<file path="src/design/sfsw_defs.vh">
// Constants for the status-write and reset command interpreter of a serial flash.
// Assumes inclusion by the single design module; holds definitions only.
// How it works
// - First status write is refused unless the write enable latch is set.
// - Opcode 01h then one data byte; later bytes are ignored.
// - Byte one data: bit 7 lock value, bits 5..2 global code.
// - Valid byte-one write updates lock bit and clears latch at chip-select rise.
// - Global operation decided from bits 5..2 and the prior lock bit.
// - Short or misaligned byte-one write: lock kept, no global op, latch cleared.
// - With write protect asserted, clearing the lock ignores command, clears latch.
// - Second status write is refused unless the write enable latch is set.
// - Opcode 31h then one data byte; later bytes are ignored.
// - Byte two data: bit 4 reset enable, bit 3 lockdown enable.
// - Valid byte-two write updates enables, lockdown enable only if never frozen.
// - Short or misaligned byte-two write keeps enables but clears latch.
// - Reset command works regardless of the write enable latch.
// - Reset executes only when the reset enable bit is one.
// - Valid reset terminates program or erase in progress and returns idle.
// - Reset keeps lock and enables; clears latch and both suspend flags.
// - Reset during suspend aborts the suspended operation.
// - Reset needs opcode and confirmation complete and byte-aligned chip-select rise.
// - Lock bit set blocks sector protect commands and global operations.
// - Reset enable bit is zero after power-up.
`ifndef SFSW_DEFS_VH
`define SFSW_DEFS_VH
`define SFSW_OP_WRSR1      8'h01
`define SFSW_OP_WRSR2      8'h31
`define SFSW_OP_RESET      8'hF0
`define SFSW_RESET_CONFIRM 8'hD0
`define SFSW_B1_LOCK       7
`define SFSW_B1_GLOB_HI    5
`define SFSW_B1_GLOB_LO    2
`define SFSW_B2_RST_EN     4
`define SFSW_B2_LOCK_EN    3
`define SFSW_GLOB_PROTECT  4'hF
`define SFSW_GLOB_UNPROT   4'h0
`endif

</file>
<file path="src/design/sfsw_core.v">
// Status-register write and software reset command interpreter.
// Assumes SCK, CS_N and WP_N are pins sampled by REF_CLK_I, SPI modes 0 and 3.
`timescale 1ns/1ns
`include "sfsw_defs.vh"

module sfsw_core (
  input  wire       REF_CLK_I,
  input  wire       RESET_N_I,
  input  wire       SCK_I,
  input  wire       CS_N_I,
  input  wire       MOSI_I,
  input  wire       WP_N_I,
  input  wire       LATCH_SET_I,
  input  wire       FREEZE_I,
  input  wire       PROG_SUSP_I,
  input  wire       ERASE_SUSP_I,
  output reg        PROTECTION_LOCK_BIT_O,
  output reg        WRITE_ENABLE_LATCH_O,
  output reg        RESET_CMD_ENABLE_O,
  output reg        LOCKDOWN_CMD_ENABLE_O,
  output reg        PROGRAM_SUSPENDED_FLAG_O,
  output reg        ERASE_SUSPENDED_FLAG_O,
  output reg        GLOBAL_PROTECT_O,
  output reg        GLOBAL_UNPROTECT_O,
  output reg        SOFT_RESET_O
);

  ////////////////////////////////////////////////////////////////////////
  // Two-flop synchronisers, plus a third stage for edge detection
  reg [2:0] sck_s;
  reg [2:0] cs_s;
  reg [1:0] mosi_s;
  reg [1:0] wp_s;

  always @(posedge REF_CLK_I or negedge RESET_N_I) begin
    if (!RESET_N_I) begin
      sck_s  <= 3'h0;
      cs_s   <= 3'h7;
      mosi_s <= 2'h0;
      wp_s   <= 2'h3;
    end else begin
      sck_s  <= {sck_s[1:0], SCK_I};
      cs_s   <= {cs_s[1:0], CS_N_I};
      mosi_s <= {mosi_s[0], MOSI_I};
      wp_s   <= {wp_s[0], WP_N_I};
    end
  end

  wire sck_rise = sck_s[1] & ~sck_s[2];
  wire cs_rise  = cs_s[1] & ~cs_s[2];
  wire selected = ~cs_s[1];
  wire wp_on    = ~wp_s[1];

  ////////////////////////////////////////////////////////////////////////
  // Shift register and bit/byte counting
  reg [7:0] shift;
  reg [2:0] bit_cnt;
  reg [1:0] byte_cnt;
  reg [7:0] opcode;
  reg [7:0] data;
  wire [7:0] next_byte = {shift[6:0], mosi_s[1]};

  always @(posedge REF_CLK_I or negedge RESET_N_I) begin
    if (!RESET_N_I) begin
      shift    <= 8'h00;
      bit_cnt  <= 3'h0;
      byte_cnt <= 2'h0;
      opcode   <= 8'h00;
      data     <= 8'h00;
    end else if (!selected) begin
      bit_cnt  <= 3'h0;
      byte_cnt <= 2'h0;
    end else if (sck_rise) begin
      shift   <= next_byte;
      bit_cnt <= bit_cnt + 3'h1;
      if (bit_cnt == 3'h7) begin
        // Only the first two bytes matter; later bytes are ignored
        if (byte_cnt == 2'h0)
          opcode <= next_byte;
        if (byte_cnt == 2'h1)
          data <= next_byte;
        if (byte_cnt != 2'h3)
          byte_cnt <= byte_cnt + 2'h1;
      end
    end
  end

  ////////////////////////////////////////////////////////////////////////
  // Command evaluation at chip-select rise
  wire       aligned  = (bit_cnt == 3'h0);
  wire       have_op  = (byte_cnt != 2'h0);
  wire       complete = aligned && (byte_cnt >= 2'h2);
  wire       is_wr1   = have_op && (opcode == `SFSW_OP_WRSR1);
  wire       is_wr2   = have_op && (opcode == `SFSW_OP_WRSR2);
  wire       is_rst   = have_op && (opcode == `SFSW_OP_RESET);
  wire       new_lock = data[`SFSW_B1_LOCK];
  wire [3:0] glob     = data[`SFSW_B1_GLOB_HI:`SFSW_B1_GLOB_LO];
  reg        frozen;

  always @(posedge REF_CLK_I or negedge RESET_N_I) begin
    if (!RESET_N_I) begin
      PROTECTION_LOCK_BIT_O    <= 1'b0;
      WRITE_ENABLE_LATCH_O     <= 1'b0;
      RESET_CMD_ENABLE_O       <= 1'b0;
      LOCKDOWN_CMD_ENABLE_O    <= 1'b0;
      PROGRAM_SUSPENDED_FLAG_O <= 1'b0;
      ERASE_SUSPENDED_FLAG_O   <= 1'b0;
      GLOBAL_PROTECT_O         <= 1'b0;
      GLOBAL_UNPROTECT_O       <= 1'b0;
      SOFT_RESET_O             <= 1'b0;
      frozen                   <= 1'b0;
    end else begin
      GLOBAL_PROTECT_O   <= 1'b0;
      GLOBAL_UNPROTECT_O <= 1'b0;
      SOFT_RESET_O       <= 1'b0;
      if (FREEZE_I)
        frozen <= 1'b1;
      if (FREEZE_I || frozen)
        LOCKDOWN_CMD_ENABLE_O <= 1'b0;
      if (cs_rise && WRITE_ENABLE_LATCH_O && is_wr1) begin
        WRITE_ENABLE_LATCH_O <= 1'b0;
        if (complete && !(wp_on && !new_lock)) begin
          PROTECTION_LOCK_BIT_O <= new_lock;
          // Prior lock value gates the global operation
          if (!PROTECTION_LOCK_BIT_O) begin
            GLOBAL_PROTECT_O   <= (glob == `SFSW_GLOB_PROTECT);
            GLOBAL_UNPROTECT_O <= (glob == `SFSW_GLOB_UNPROT);
          end
        end
      end
      if (cs_rise && WRITE_ENABLE_LATCH_O && is_wr2) begin
        WRITE_ENABLE_LATCH_O <= 1'b0;
        if (complete) begin
          RESET_CMD_ENABLE_O <= data[`SFSW_B2_RST_EN];
          if (!frozen && !FREEZE_I)
            LOCKDOWN_CMD_ENABLE_O <= data[`SFSW_B2_LOCK_EN];
        end
      end
      // Latch state not checked for reset
      if (cs_rise && is_rst && complete && RESET_CMD_ENABLE_O
          && data == `SFSW_RESET_CONFIRM) begin
        SOFT_RESET_O             <= 1'b1;
        WRITE_ENABLE_LATCH_O     <= 1'b0;
        PROGRAM_SUSPENDED_FLAG_O <= 1'b0;
        ERASE_SUSPENDED_FLAG_O   <= 1'b0;
      end
      // Sets come last so a set in the same cycle as a clear wins
      if (PROG_SUSP_I)
        PROGRAM_SUSPENDED_FLAG_O <= 1'b1;
      if (ERASE_SUSP_I)
        ERASE_SUSPENDED_FLAG_O <= 1'b1;
      if (LATCH_SET_I)
        WRITE_ENABLE_LATCH_O <= 1'b1;
    end
  end

endmodule

</file>
<file path="config.mk">
export PLATFORM = sky130hd
export DESIGN_NAME = sfsw_core
export DESIGN_NICKNAME = d
export VERILOG_FILES = /design/src/design/sfsw_core.v
export VERILOG_INCLUDE_DIRS = /design/src /design/src/design
export SDC_FILE = /design/constraint.sdc
export NUM_CORES = 1
export LEC_CHECK = 0
export ABC_CLOCK_PERIOD_IN_PS = 3500
export BUFFER_PORTS_ARGS = -buffer_cell sky130_fd_sc_hd__buf_2
export CAP_MARGIN = 20
export CELL_PAD_IN_SITES_DETAIL_PLACEMENT = 1
export CELL_PAD_IN_SITES_GLOBAL_PLACEMENT = 1
export CORE_ASPECT_RATIO = 0.8
export CORE_MARGIN = 2
export CORE_UTILIZATION = 25
export DETAILED_ROUTE_END_ITERATION = 7
export PLACE_DENSITY = 0.44
export REMOVE_ABC_BUFFERS = 1
export SLEW_MARGIN = 20
export SYNTH_ARGS = -nofsm -noshare
export SYNTH_HDL_FRONTEND = slang
export SYNTH_SLANG_ARGS = --single-unit
</file>
<file path="constraint.sdc">
create_clock -name REF_CLK_I -period 3.5 [get_ports REF_CLK_I]
set_input_delay 0.35 -clock REF_CLK_I [delete_from_list [all_inputs] [get_ports REF_CLK_I]]
set_output_delay 0.35 -clock REF_CLK_I [all_outputs]
set_load 0.01 [all_outputs]
</file>
==> run summary, run 1 <==
Startpoint Class -> register
Delay-heaviest family, CP -> simple AND/OR/NAND/NOR gates
Crit path buf inv count -> 1
CTS Buf Count -> 5
TritonCTS Sinks -> 48
Worst Path Max Fanout -> 4
Syn avg cell area -> 14.54 um^2
Slowest-stage cell, CP -> dfrtp_1
Die Span Y -> 82.68 um
Pre-antenna DRT Iters -> 2
Fillers -> 827
Initial drt markers -> 27
Post_cts resized -> 0
GRT Util Overall -> 0.1042
Warnings, synthesis -> 0
Share of cells above drive strength 1 -> 0.3822
IO Port Bufs -> 18
Clock buffer depth -> 2
Max transition margin -> 0.5919
Worst-path clk slew -> 80 ps
Final hold vios -> 0
P&R area growth vs syn -> 15.20%
Fin crit period -> 1964 ps
Initial antenna violation count -> 0
P per Cell Area -> 455.2 nW/um^2
Via Count -> 1076
Outcome -> completed
Antenna-violating nets left -> 0
Vias in the first global route -> 1236
Vias per inst -> 4.107
Setup Crit Path Kind -> register to register
Final Cycle Share -> 0.5612
RSZ-0062 raised after global routing -> no
CP required -> 3690 ps
FF-to-FF setup slack -> 1540 ps
Drt wl/cell -> 14.52 um
Synth Register Bits -> 48
Max Clk Rate -> 509.1 MHz
R2R Path Start -> byte_cnt[0]
WP data arrival -> 2150 ps
Synthesized area -> 1934 um^2
FP Rows -> 28
Crit path cell chain -> inv_1 -> ha_1 -> nor2_1 -> or3b_1 -> nor3_1 -> mux2_2
CTS Hold Bufs -> 0
Placer Congestion -> 0.6988
Setup Buffers After CTS -> 0
HP Class -> input pin to asynchronous set/reset pin
# DRC -> 0
H-tree Lvls -> 2
Max IR drop VDD -> 127.0 uV
# diodes -> 0
Overall die area -> 8461 um^2
Initial Util -> 0.2592
Top-level I/O count -> 19
Slew Viols, Final -> 0
Leakage -> 1.025 nW
Final wirelength -> 3.805 mm
Worst slew pin tran -> 612.1 ps
Clock Skew -> 7.997 ps
CTS tree -> done
Clock root buffer -> clkbuf_8
Max_cap viols -> 0
Cells after synthesis -> 133
Layout Nets -> 173
Largest net degree at the start of global routing -> 49
Crit-path max cell delay -> 440 ps
Reg2Reg Depth -> 6
Min Hold Slack -> 60.79 ps
Setup TNS -> 0 ps
CP endpoint kind -> register
CORE AREA -> 7462 um^2
Global route overflow -> 0
First-pass GRT wire length -> 6.410 mm
Post-synthesis cell type count -> 29
Worst r2r dst -> RESET_CMD_ENABLE_O
Final HPWL from detailed placement -> 2.845 mm
Final Setup Violations -> 0
Post-synthesis sequential area ratio -> 0.6242
Die span in x -> 102.3 um
Clock Latency Late Sink -> 300 ps
## area by class of cell
| type | count | area [um^2] | area share |
|---|---|---|---|
| clock buffers | 7 | 76.32 | 0.03425 |
| clock inverters | 1 | 5.005 | 0.002246 |
| inverters | 6 | 22.52 | 0.01011 |
| multi-input cells | 77 | 693.2 | 0.3111 |
| flip-flops and latches | 48 | 1207 | 0.5418 |
| well taps | 105 | 131.4 | 0.05896 |
| repair buffers | 18 | 92.59 | 0.04155 |
## logic make-up (layout without fill, tap and decap cells)
kind of cell    Yosys count  count (layout)  share of synthesized area
compound gates            4               4                    0.01487
xor+xnor                  3               3                    0.01359
fa+ha+maj                 7               7                    0.04528
buf+inv                   8              32                    0.01746
flops                    48              48                     0.6242
mux                      29              29                     0.1682
simple gates             34              34                     0.1164
## through the flow
stage / setup WS, ps / total power [mW] / utilization / instances / cell area (um^2)
floorplan: 1669 / 0.6710 / - / 131 / 1923
global placement: 1609 / 0.7047 / 0.2874 / 254 / 2145
detailed placement: 1560 / 0.7109 / 0.2874 / 254 / 2145
CTS: 1537 / 1.034 / 0.2983 / 262 / 2226
global route: 1406 / 1.079 / 0.2986 / 262 / 2228
finish: 1536 / 1.014 / 0.2986 / 262 / 2228
## layer usage
layer,global-route usage,part of all wire,vias up
met4,0.04000,0.016,0
met1,0.1411,0.51,539
met5,0,0,-
met3,0.02946,0.050,8
li1,-,-,507
met2,0.1586,0.43,22
## cell usage after synthesis
| cell type | n | area share |
|---|---|---|
| nor4b_4 | 1 | 0.012 |
| o21ai_0 | 1 | 0.0026 |
| clkbuf_1 | 1 | 0.0019 |
| mux2_4 | 1 | 0.0078 |
| or3b_1 | 1 | 0.0045 |
| nand2_1 | 3 | 0.0058 |
| nor4b_1 | 2 | 0.0091 |
| nand3_1 | 1 | 0.0026 |
| nor2_4 | 1 | 0.0058 |
| inv_1 | 6 | 0.012 |
| nand3_2 | 2 | 0.010 |
| nand2b_1 | 1 | 0.0032 |
| or3_1 | 1 | 0.0032 |
| or3_4 | 1 | 0.0058 |
| ha_1 | 7 | 0.045 |
| nor2_1 | 9 | 0.017 |
| nor3_1 | 2 | 0.0052 |
| nor4_1 | 1 | 0.0032 |
| and2_1 | 1 | 0.0032 |
| dfstp_2 | 5 | 0.068 |
| mux2i_1 | 4 | 0.021 |
| nand4_1 | 4 | 0.013 |
| nor3b_1 | 3 | 0.012 |
| a21o_1 | 2 | 0.0078 |
| xnor2_1 | 3 | 0.014 |
| dfrtp_1 | 43 | 0.56 |
| a31o_2 | 1 | 0.0045 |
| mux2_2 | 24 | 0.14 |
| buf_4 | 1 | 0.0039 |
## worst max path at each step
stage | start | to | cells after the start
3_5_place_dp | byte_cnt[0] | PROTECTION_LOCK_BIT_O | 6
4_1_cts | byte_cnt[0] | RESET_CMD_ENABLE_O | 6
5_1_grt | byte_cnt[0] | RESET_CMD_ENABLE_O | 6
3_3_place_gp | byte_cnt[0] | PROTECTION_LOCK_BIT_O | 6
6_report | byte_cnt[0] | RESET_CMD_ENABLE_O | 6
2_1_floorplan | byte_cnt[0] | PROTECTION_LOCK_BIT_O | 6
## registers in the layout (all words and copies together) (netlist names), 2 cells and up
register / cells
byte_cnt: 2
sck_s: 3
shift: 7
bit_cnt: 3
wp_s: 2
opcode: 8
mosi_s: 2
data: 8
cs_s: 3
## report_power, final
part | internal (mW) | leakage [nW] | switching (mW) | total [mW]
sequential | 0.597 | 0.609 | 0.0381 | 0.635
combinational | 0.0353 | 0.374 | 0.0268 | 0.0622
clock | 0.141 | 0.0422 | 0.177 | 0.317
## cells in the final DEF, fill, tap and decap left out, types with 2 or more instances in the layout
master / count
nor2_1: 9
dfstp_2: 5
nand4_1: 4
nand3_2: 2
buf_2: 17
clkbuf_8: 5
inv_1: 6
mux2_2: 24
nor3_1: 2
clkbuf_1: 2
nor4b_1: 2
nor3b_1: 3
xnor2_1: 3
ha_1: 7
a21o_1: 2
nand2_1: 3
mux2i_1: 4
dfrtp_1: 43
Power figures use the tool's default switching activity.
==> inputs of run 2 (changes only) <==
--- a/config.mk
+++ b/config.mk
@@ -6,7 +6,7 @@
 export SDC_FILE = /design/constraint.sdc
 export NUM_CORES = 1
 export LEC_CHECK = 0
-export ABC_CLOCK_PERIOD_IN_PS = 3500
+export ABC_CLOCK_PERIOD_IN_PS = 1800
 export BUFFER_PORTS_ARGS = -buffer_cell sky130_fd_sc_hd__buf_2
 export CAP_MARGIN = 20
 export CELL_PAD_IN_SITES_DETAIL_PLACEMENT = 1
@@ -15,7 +15,7 @@
 export CORE_MARGIN = 2
 export CORE_UTILIZATION = 25
 export DETAILED_ROUTE_END_ITERATION = 7
-export PLACE_DENSITY = 0.44
+export PLACE_DENSITY = 0.46
 export REMOVE_ABC_BUFFERS = 1
 export SLEW_MARGIN = 20
 export SYNTH_ARGS = -nofsm -noshare
==> constraint.sdc (replaced) <==
create_clock -name REF_CLK_I -period 1.8 [get_ports REF_CLK_I]
set_input_delay 0.18 -clock REF_CLK_I [delete_from_list [all_inputs] [get_ports REF_CLK_I]]
set_output_delay 0.18 -clock REF_CLK_I [all_outputs]
set_load 0.01 [all_outputs]
==> run 2 against run 1 <==
Compared with the run above: the flow now finishes with violations (setup timing); critical path depth stayed put; cell area increased by 9.9%; hold slack got worse by 9.3 ps; fmax grew 8.5%; sequential cell count is the same; non-clock buffer count up 20; die area is the same; via count grew 6.4%; first-iteration DRC count down 3.7%; cell count rose by 7.6%; sequential power grew 94%.
==> run summary, run 2 (synthesis gave the netlist of run 1 again) <==
Outcome -> finished, violations left
Violated checks -> setup timing
H-tree Lvls -> 2 (unchanged)
Pre-antenna DRT Iters -> 4 (+2)
Placer Congestion -> 0.7181 (+2.8%)
Largest registers -> data x8, opcode x8, shift x7
Die Span Y -> 82.68 um (unchanged)
Max IR drop VDD -> 411.8 uV (+220%)
Max_cap viols -> 0 (unchanged)
Post-DP Area -> 2262 um^2 (+5.5%)
CP required -> 1990 ps (-1700 ps)
Clock Skew -> 9.111 ps (+1.115 ps)
Layout Nets -> 193 (+12%)
Final instance area -> 2449 um^2 (+9.9%)
PnR worst setup slack -> -10.34 ps (-1546 ps)
Final HPWL from detailed placement -> 3.041 mm (+6.9%)
Min Hold Slack -> 51.54 ps (-9.258 ps)
Antenna-violating nets left -> 0 (unchanged)
Final Setup Violations -> 1 (+1)
Clock buffer depth -> 2 (unchanged)
Worst slew pin tran -> 506.4 ps (-105.8 ps)
Fin crit period -> 1810 ps (-153.8 ps)
Slew Viols, Final -> 0 (unchanged)
Initial antenna violation count -> 0 (unchanged)
Initial Util -> 0.2592 (unchanged)
CP endpoint kind -> register
Die span in x -> 102.3 um (unchanged)
Clock Latency Late Sink -> 300 ps (about the same)
Pwr Total -> 2.063 mW (+100%)
Max transition margin -> 0.6624 (+0.07051)
Max Clk Rate -> 552.4 MHz (+8.5%)
GRT Util Overall -> 0.1112 (+0.006976)
CTS Buf Count -> 5 (unchanged)
CORE AREA -> 7462 um^2 (unchanged)
Fillers -> 803 (-2.9%)
Place WS -> -67.05 ps (-1627 ps)
TritonCTS Sinks -> 48 (unchanged)
Overall die area -> 8461 um^2 (unchanged)
Via Count -> 1145 (+6.4%)
Most common cell after layout, fill and taps aside -> dfrtp_1
Vias in the first global route -> 1307 (+5.7%)
First-pass GRT wire length -> 6.865 mm (+7.1%)
Largest net degree at the start of global routing -> 29 (-41%)
Startpoint Class -> register
Vias per inst -> 4.060 (-1.1%)
FP Rows -> 28 (unchanged)
Final wirelength -> 4.050 mm (+6.4%)
Final hold vios -> 0 (unchanged)
Leakage -> 1.127 nW (+9.9%)
Worst-path clk slew -> 90 ps (about the same)
IO Port Bufs -> 18 (unchanged)
HP Class -> input pin to register
RSZ-0062 raised after global routing -> yes
Multi-input combinational cell area -> 724.4 um^2 (+4.5%)
CTS tree -> done
Top-level I/O count -> 19 (unchanged)
Global route overflow -> 0 (unchanged)
Placed cells -> 268 (+5.5%)
Clock root buffer -> clkbuf_8
WP data arrival -> 2000 ps (-150 ps)
# diodes -> 0 (unchanged)
Worst Path Max Fanout -> 3 (-1)
Final Cycle Share -> 1.006 (+0.4446)
Most frequent cells in the layout -> dfrtp_1, mux2_2, buf_2
Initial drt markers -> 26 (-3.7%)
FF/Latch Area -> 1207 um^2 (unchanged)
# DRC -> 0 (unchanged)
P per Cell Area -> 842.7 nW/um^2 (+85%)
Setup Crit Path Kind -> register to register
P&R area growth vs syn -> 26.58%
Non-filler cells, final -> 282 (+7.6%)
Share of cells above drive strength 1 -> 0.4802 (+0.09806)
Drt wl/cell -> 14.36 um (-1.1%)
==> run 2: power by group <==
group	total [mW]	internal [mW]	switching, mW
clock network	0.678	0.311	0.367
logic	0.151	0.0902	0.0611
registers	1.23	1.16	0.0738
==> run 2: worst max-delay path: stages (launching register included) <==
cell and delay, ps:
dfrtp_1 390, inv_2 60, ha_1 130, nor2_1 50, or3b_4 370, or3_4 390
mux2_4 300
==> run 2: area by class of cell <==
| class | instances | share of cell area |
|---|---|---|
| Sequential cell | 48 | 0.4931 |
| Multi-Input combinational cell | 77 | 0.2959 |
| Timing Repair Buffer | 38 | 0.1083 |
| Tap cell | 105 | 0.05365 |
| Clock buffer | 6 | 0.03373 |
| Inverter | 6 | 0.009198 |
| Clock inverter | 2 | 0.006132 |
==> run 2: path summary, 6_finish.rpt <==
check	to	cells past startpoint	slack (ps)	startpoint
worst max-delay path	PROTECTION_LOCK_BIT_O	6	-10	byte_cnt[0]
worst min-delay path	PROGRAM_SUSPENDED_FLAG_O	2	50	PROG_SUSP_I
worst max register to register	PROTECTION_LOCK_BIT_O	6	-10	byte_cnt[0]
worst min register to register	sck_s[1]	0	360	sck_s[0]
max in group asynchronous	cs_s[0]	3	830	RESET_N_I
min in group asynchronous	byte_cnt[1]	2	380	RESET_N_I
==> run 2: per-layer routing <==
metal,share of wire,track usage
met1,0.53,0.1525
met2,0.41,0.1658
met3,0.050,0.03704
met4,0.011,0.03600
met5,0,0
==> run 2: metrics by stage <==
stage	setup TNS [ps]	utilization
4_1_cts	-18.41	0.3271
2_1_floorplan	-30.71	-
6_report	-10.34	0.3281
3_5_place_dp	-139.9	0.3032
3_3_place_gp	-21.26	0.3032
5_1_grt	-248.4	0.3281
==> run 2: repair_timing <==
item	4_1_cts	5_1_grt
gates resized for setup	7	2
endpoints found under the setup margin	4	5
hold endpoints to repair	22	0
setup buffers	1	0
hold buffers	5	0
pin swaps	3	1
==> inputs of run 3 (changes only) <==
--- a/config.mk
+++ b/config.mk
@@ -17,6 +17,7 @@
 export DETAILED_ROUTE_END_ITERATION = 7
 export PLACE_DENSITY = 0.46
 export REMOVE_ABC_BUFFERS = 1
+export SKIP_LAST_GASP = 1
 export SLEW_MARGIN = 20
 export SYNTH_ARGS = -nofsm -noshare
 export SYNTH_HDL_FRONTEND = slang
==> run 3 against run 2 <==
Compared with the run above: the run still ends with setup timing left; first-iteration DRC count fell by 15%; cell count unchanged; sequential cell count unchanged; register-to-register slack about the same; utilization is 0.067 points lower; critical path depth stayed put; via count increased by 0.17%; non-clock buffer count did not move; clock skew hardly changed; fmax about the same.
==> run summary, run 3 (synthesis gave the netlist of run 1 again) <==
WP data arrival -> 2000 ps (about the same)
FF-to-FF setup slack -> -10 ps (about the same)
Initial drt markers -> 22 (-15%)
Clock root buffer -> clkbuf_8
TritonCTS Sinks -> 48 (unchanged)
Startpoint Class -> register
Layout Nets -> 193 (unchanged)
Sw Pwr -> 0.5024 mW (about the same)
IO Port Bufs -> 18 (unchanged)
Vias in the first global route -> 1307 (unchanged)
Drt wl/cell -> 14.39 um (+0.20%)
Die span in x -> 102.3 um (unchanged)
R2R Path Start -> byte_cnt[0]
Internal power -> 1.561 mW (about the same)
Slew Viols, Final -> 0 (unchanged)
Antenna-violating nets left -> 0 (unchanged)
M1 wire length -> 2.157 mm (+0.61%)
Placed cells -> 268 (unchanged)
Initial antenna violation count -> 0 (unchanged)
Violated checks -> setup timing
Placer Congestion -> 0.7181 (unchanged)
RSZ-0062 raised after global routing -> yes
Setup Crit Path Kind -> register to register
Final Setup Violations -> 1 (unchanged)
Top-level I/O count -> 19 (unchanged)
CP endpoint kind -> register
P&R area growth vs syn -> 26.33%
Die Span Y -> 82.68 um (unchanged)
Seq pwr share -> 0.598 (about the same)
PnR worst setup slack -> -10.42 ps (-0.08100 ps)
Initial Util -> 0.2592 (unchanged)
Final Cycle Share -> 1.006 (about the same)
# DRC -> 0 (unchanged)
Routed wl met3 -> 203 um (unchanged)
Crit path buf inv count -> 1 (unchanged)
Min Hold Slack -> 51.17 ps (-0.3690 ps)
Outcome -> finished, violations left
Setup TNS -> -10.42 ps (-0.08100 ps)
FP Rows -> 28 (unchanged)
Slowest-stage cell, CP -> dfrtp_1
Min-delay src -> PROG_SUSP_I
Largest net degree at the start of global routing -> 29 (unchanged)
Clock buffer depth -> 2 (unchanged)
Worst Hold End -> PROGRAM_SUSPENDED_FLAG_O
Worst-path clk slew -> 90 ps (about the same)
Fillers -> 804 (+0.12%)
Clock Power Share -> 0.329 (about the same)
Max IR drop VDD -> 411.2 uV (-0.15%)
Global route overflow -> 0 (unchanged)
Most common cell after layout, fill and taps aside -> dfrtp_1
Reg2Reg Depth -> 6 (unchanged)
Clock Skew -> 9.162 ps (+0.05010 ps)
Final HPWL from detailed placement -> 3.041 mm (unchanged)
CP required -> 1990 ps (about the same)
Max Clk Rate -> 552.4 MHz (about the same)
Largest registers -> data x8, opcode x8, shift x7
H-tree Lvls -> 2 (unchanged)
Overall die area -> 8461 um^2 (unchanged)
P per Cell Area -> 844.6 nW/um^2 (+0.22%)
Fin util -> 0.3275 (-0.0006700)
CTS tree -> done
Final wirelength -> 4.058 mm (+0.20%)
# diodes -> 0 (unchanged)
Final hold vios -> 0 (unchanged)
Sw Share -> 0.2434 (about the same)
Top Layer Used -> met4
Clock Latency Late Sink -> 300 ps (about the same)
Vias per inst -> 4.067 (+0.17%)
CTS Buf Count -> 5 (unchanged)
Share of cells above drive strength 1 -> 0.4746 (-0.005650)
Fin crit period -> 1810 ps (+0.08100 ps)
Leakage -> 1.129 nW (+0.17%)
CORE AREA -> 7462 um^2 (unchanged)
Worst Path Max Fanout -> 3 (unchanged)
Crit path cell chain -> inv_2 -> ha_1 -> nor2_1 -> or3b_4 -> or3_4 -> mux2_4
First-pass GRT wire length -> 6.865 mm (unchanged)
Pre-antenna DRT Iters -> 4 (unchanged)
Most frequent cells in the layout -> dfrtp_1, mux2_2, buf_2
Via Count -> 1147 (+0.17%)
Max_cap viols -> 0 (unchanged)
Delay-heaviest family, CP -> simple AND/OR/NAND/NOR gates
Non-filler cells, final -> 282 (unchanged)
HP Class -> input pin to register
Max transition margin -> 0.6624 (about the same)
Met2 routed WL -> 1.652 mm (-0.30%)
Pwr Total -> 2.064 mW (about the same)
Hold depth -> 2 (unchanged)
GRT Util Overall -> 0.1112 (unchanged)
Crit-path max cell delay -> 390 ps (about the same)
Worst r2r dst -> PROTECTION_LOCK_BIT_O
Comb power frac -> 0.073 (about the same)
Worst slew pin tran -> 506.3 ps (-0.04888 ps)
run 3: cell count changes in the layout (fill, tap and decap cells not counted):
cell	previous run	this run
or3_1	0	1
or3_4	2	1
run 3: power by group through the flow:
stage                     Sequential, mW  Clock (mW)  Combinational [mW]
after floorplan                     1.23           0              0.0797
after global placement              1.25           0               0.134
after detailed placement            1.26           0               0.140
after CTS                           1.24       0.722               0.157
after global routing                1.25       0.770               0.171
final                               1.23       0.679               0.151
run 3: per-layer routing:
| metal | track usage | vias up |
|---|---|---|
| met5 | 0 | - |
| met4 | 0.03600 | 0 |
| li1 | - | 549 |
| met3 | 0.03704 | 5 |
| met1 | 0.1525 | 571 |
| met2 | 0.1658 | 22 |
run 3: worst max path at each step:
stage,startpoint,endpoint,slack (ps),depth (start not counted)
after global placement,byte_cnt[0],PROTECTION_LOCK_BIT_O,-20,6
after CTS,byte_cnt[0],PROTECTION_LOCK_BIT_O,-20,6
after global routing,byte_cnt[0],PROTECTION_LOCK_BIT_O,-90,6
after floorplan,byte_cnt[0],PROTECTION_LOCK_BIT_O,-30,6
after detailed placement,data[2],WRITE_ENABLE_LATCH_O,-70,4
final,byte_cnt[0],PROTECTION_LOCK_BIT_O,-10,6
run 3: timing repair:
| item | in CTS | in global routing |
|---|---|---|
| setup buffers | 1 | 0 |
| gates cloned | 0 | 0 |
| gates resized for setup | 7 | 1 |
| endpoints found under the setup margin | 4 | 5 |
| hold endpoints to repair | 22 | 0 |
| hold buffers | 5 | 0 |
| pin swaps | 3 | 1 |
run 3: stage by stage:
step                area (um^2)  worst slack, ps
global route               2444           -91.19
global placement           2262           -21.26
CTS                        2441           -18.41
floorplan                  1923           -30.71
detailed placement         2262           -67.05
finish                     2444           -10.42
run 3: final cells by class:
type / instances / area, um^2 / share of cell area
sequential: 48 / 1207 / 0.4941
multi-input combinational: 77 / 719.4 / 0.2944
timing repair buffer: 38 / 265.3 / 0.1086
tap: 105 / 131.4 / 0.05376
clock buffer: 6 / 82.58 / 0.03379
inverter: 6 / 22.52 / 0.009217
clock inverter: 2 / 15.01 / 0.006144
run 3: worst reg2reg max path, delay by kind of cell (launching register included):
family / cells / cell delay, ps
buffers and inverters: 1 / 60
AND/OR/NAND/NOR: 3 / 810
flip-flops: 1 / 390
adder cells (fa/ha/maj): 1 / 130
multiplexers: 1 / 300
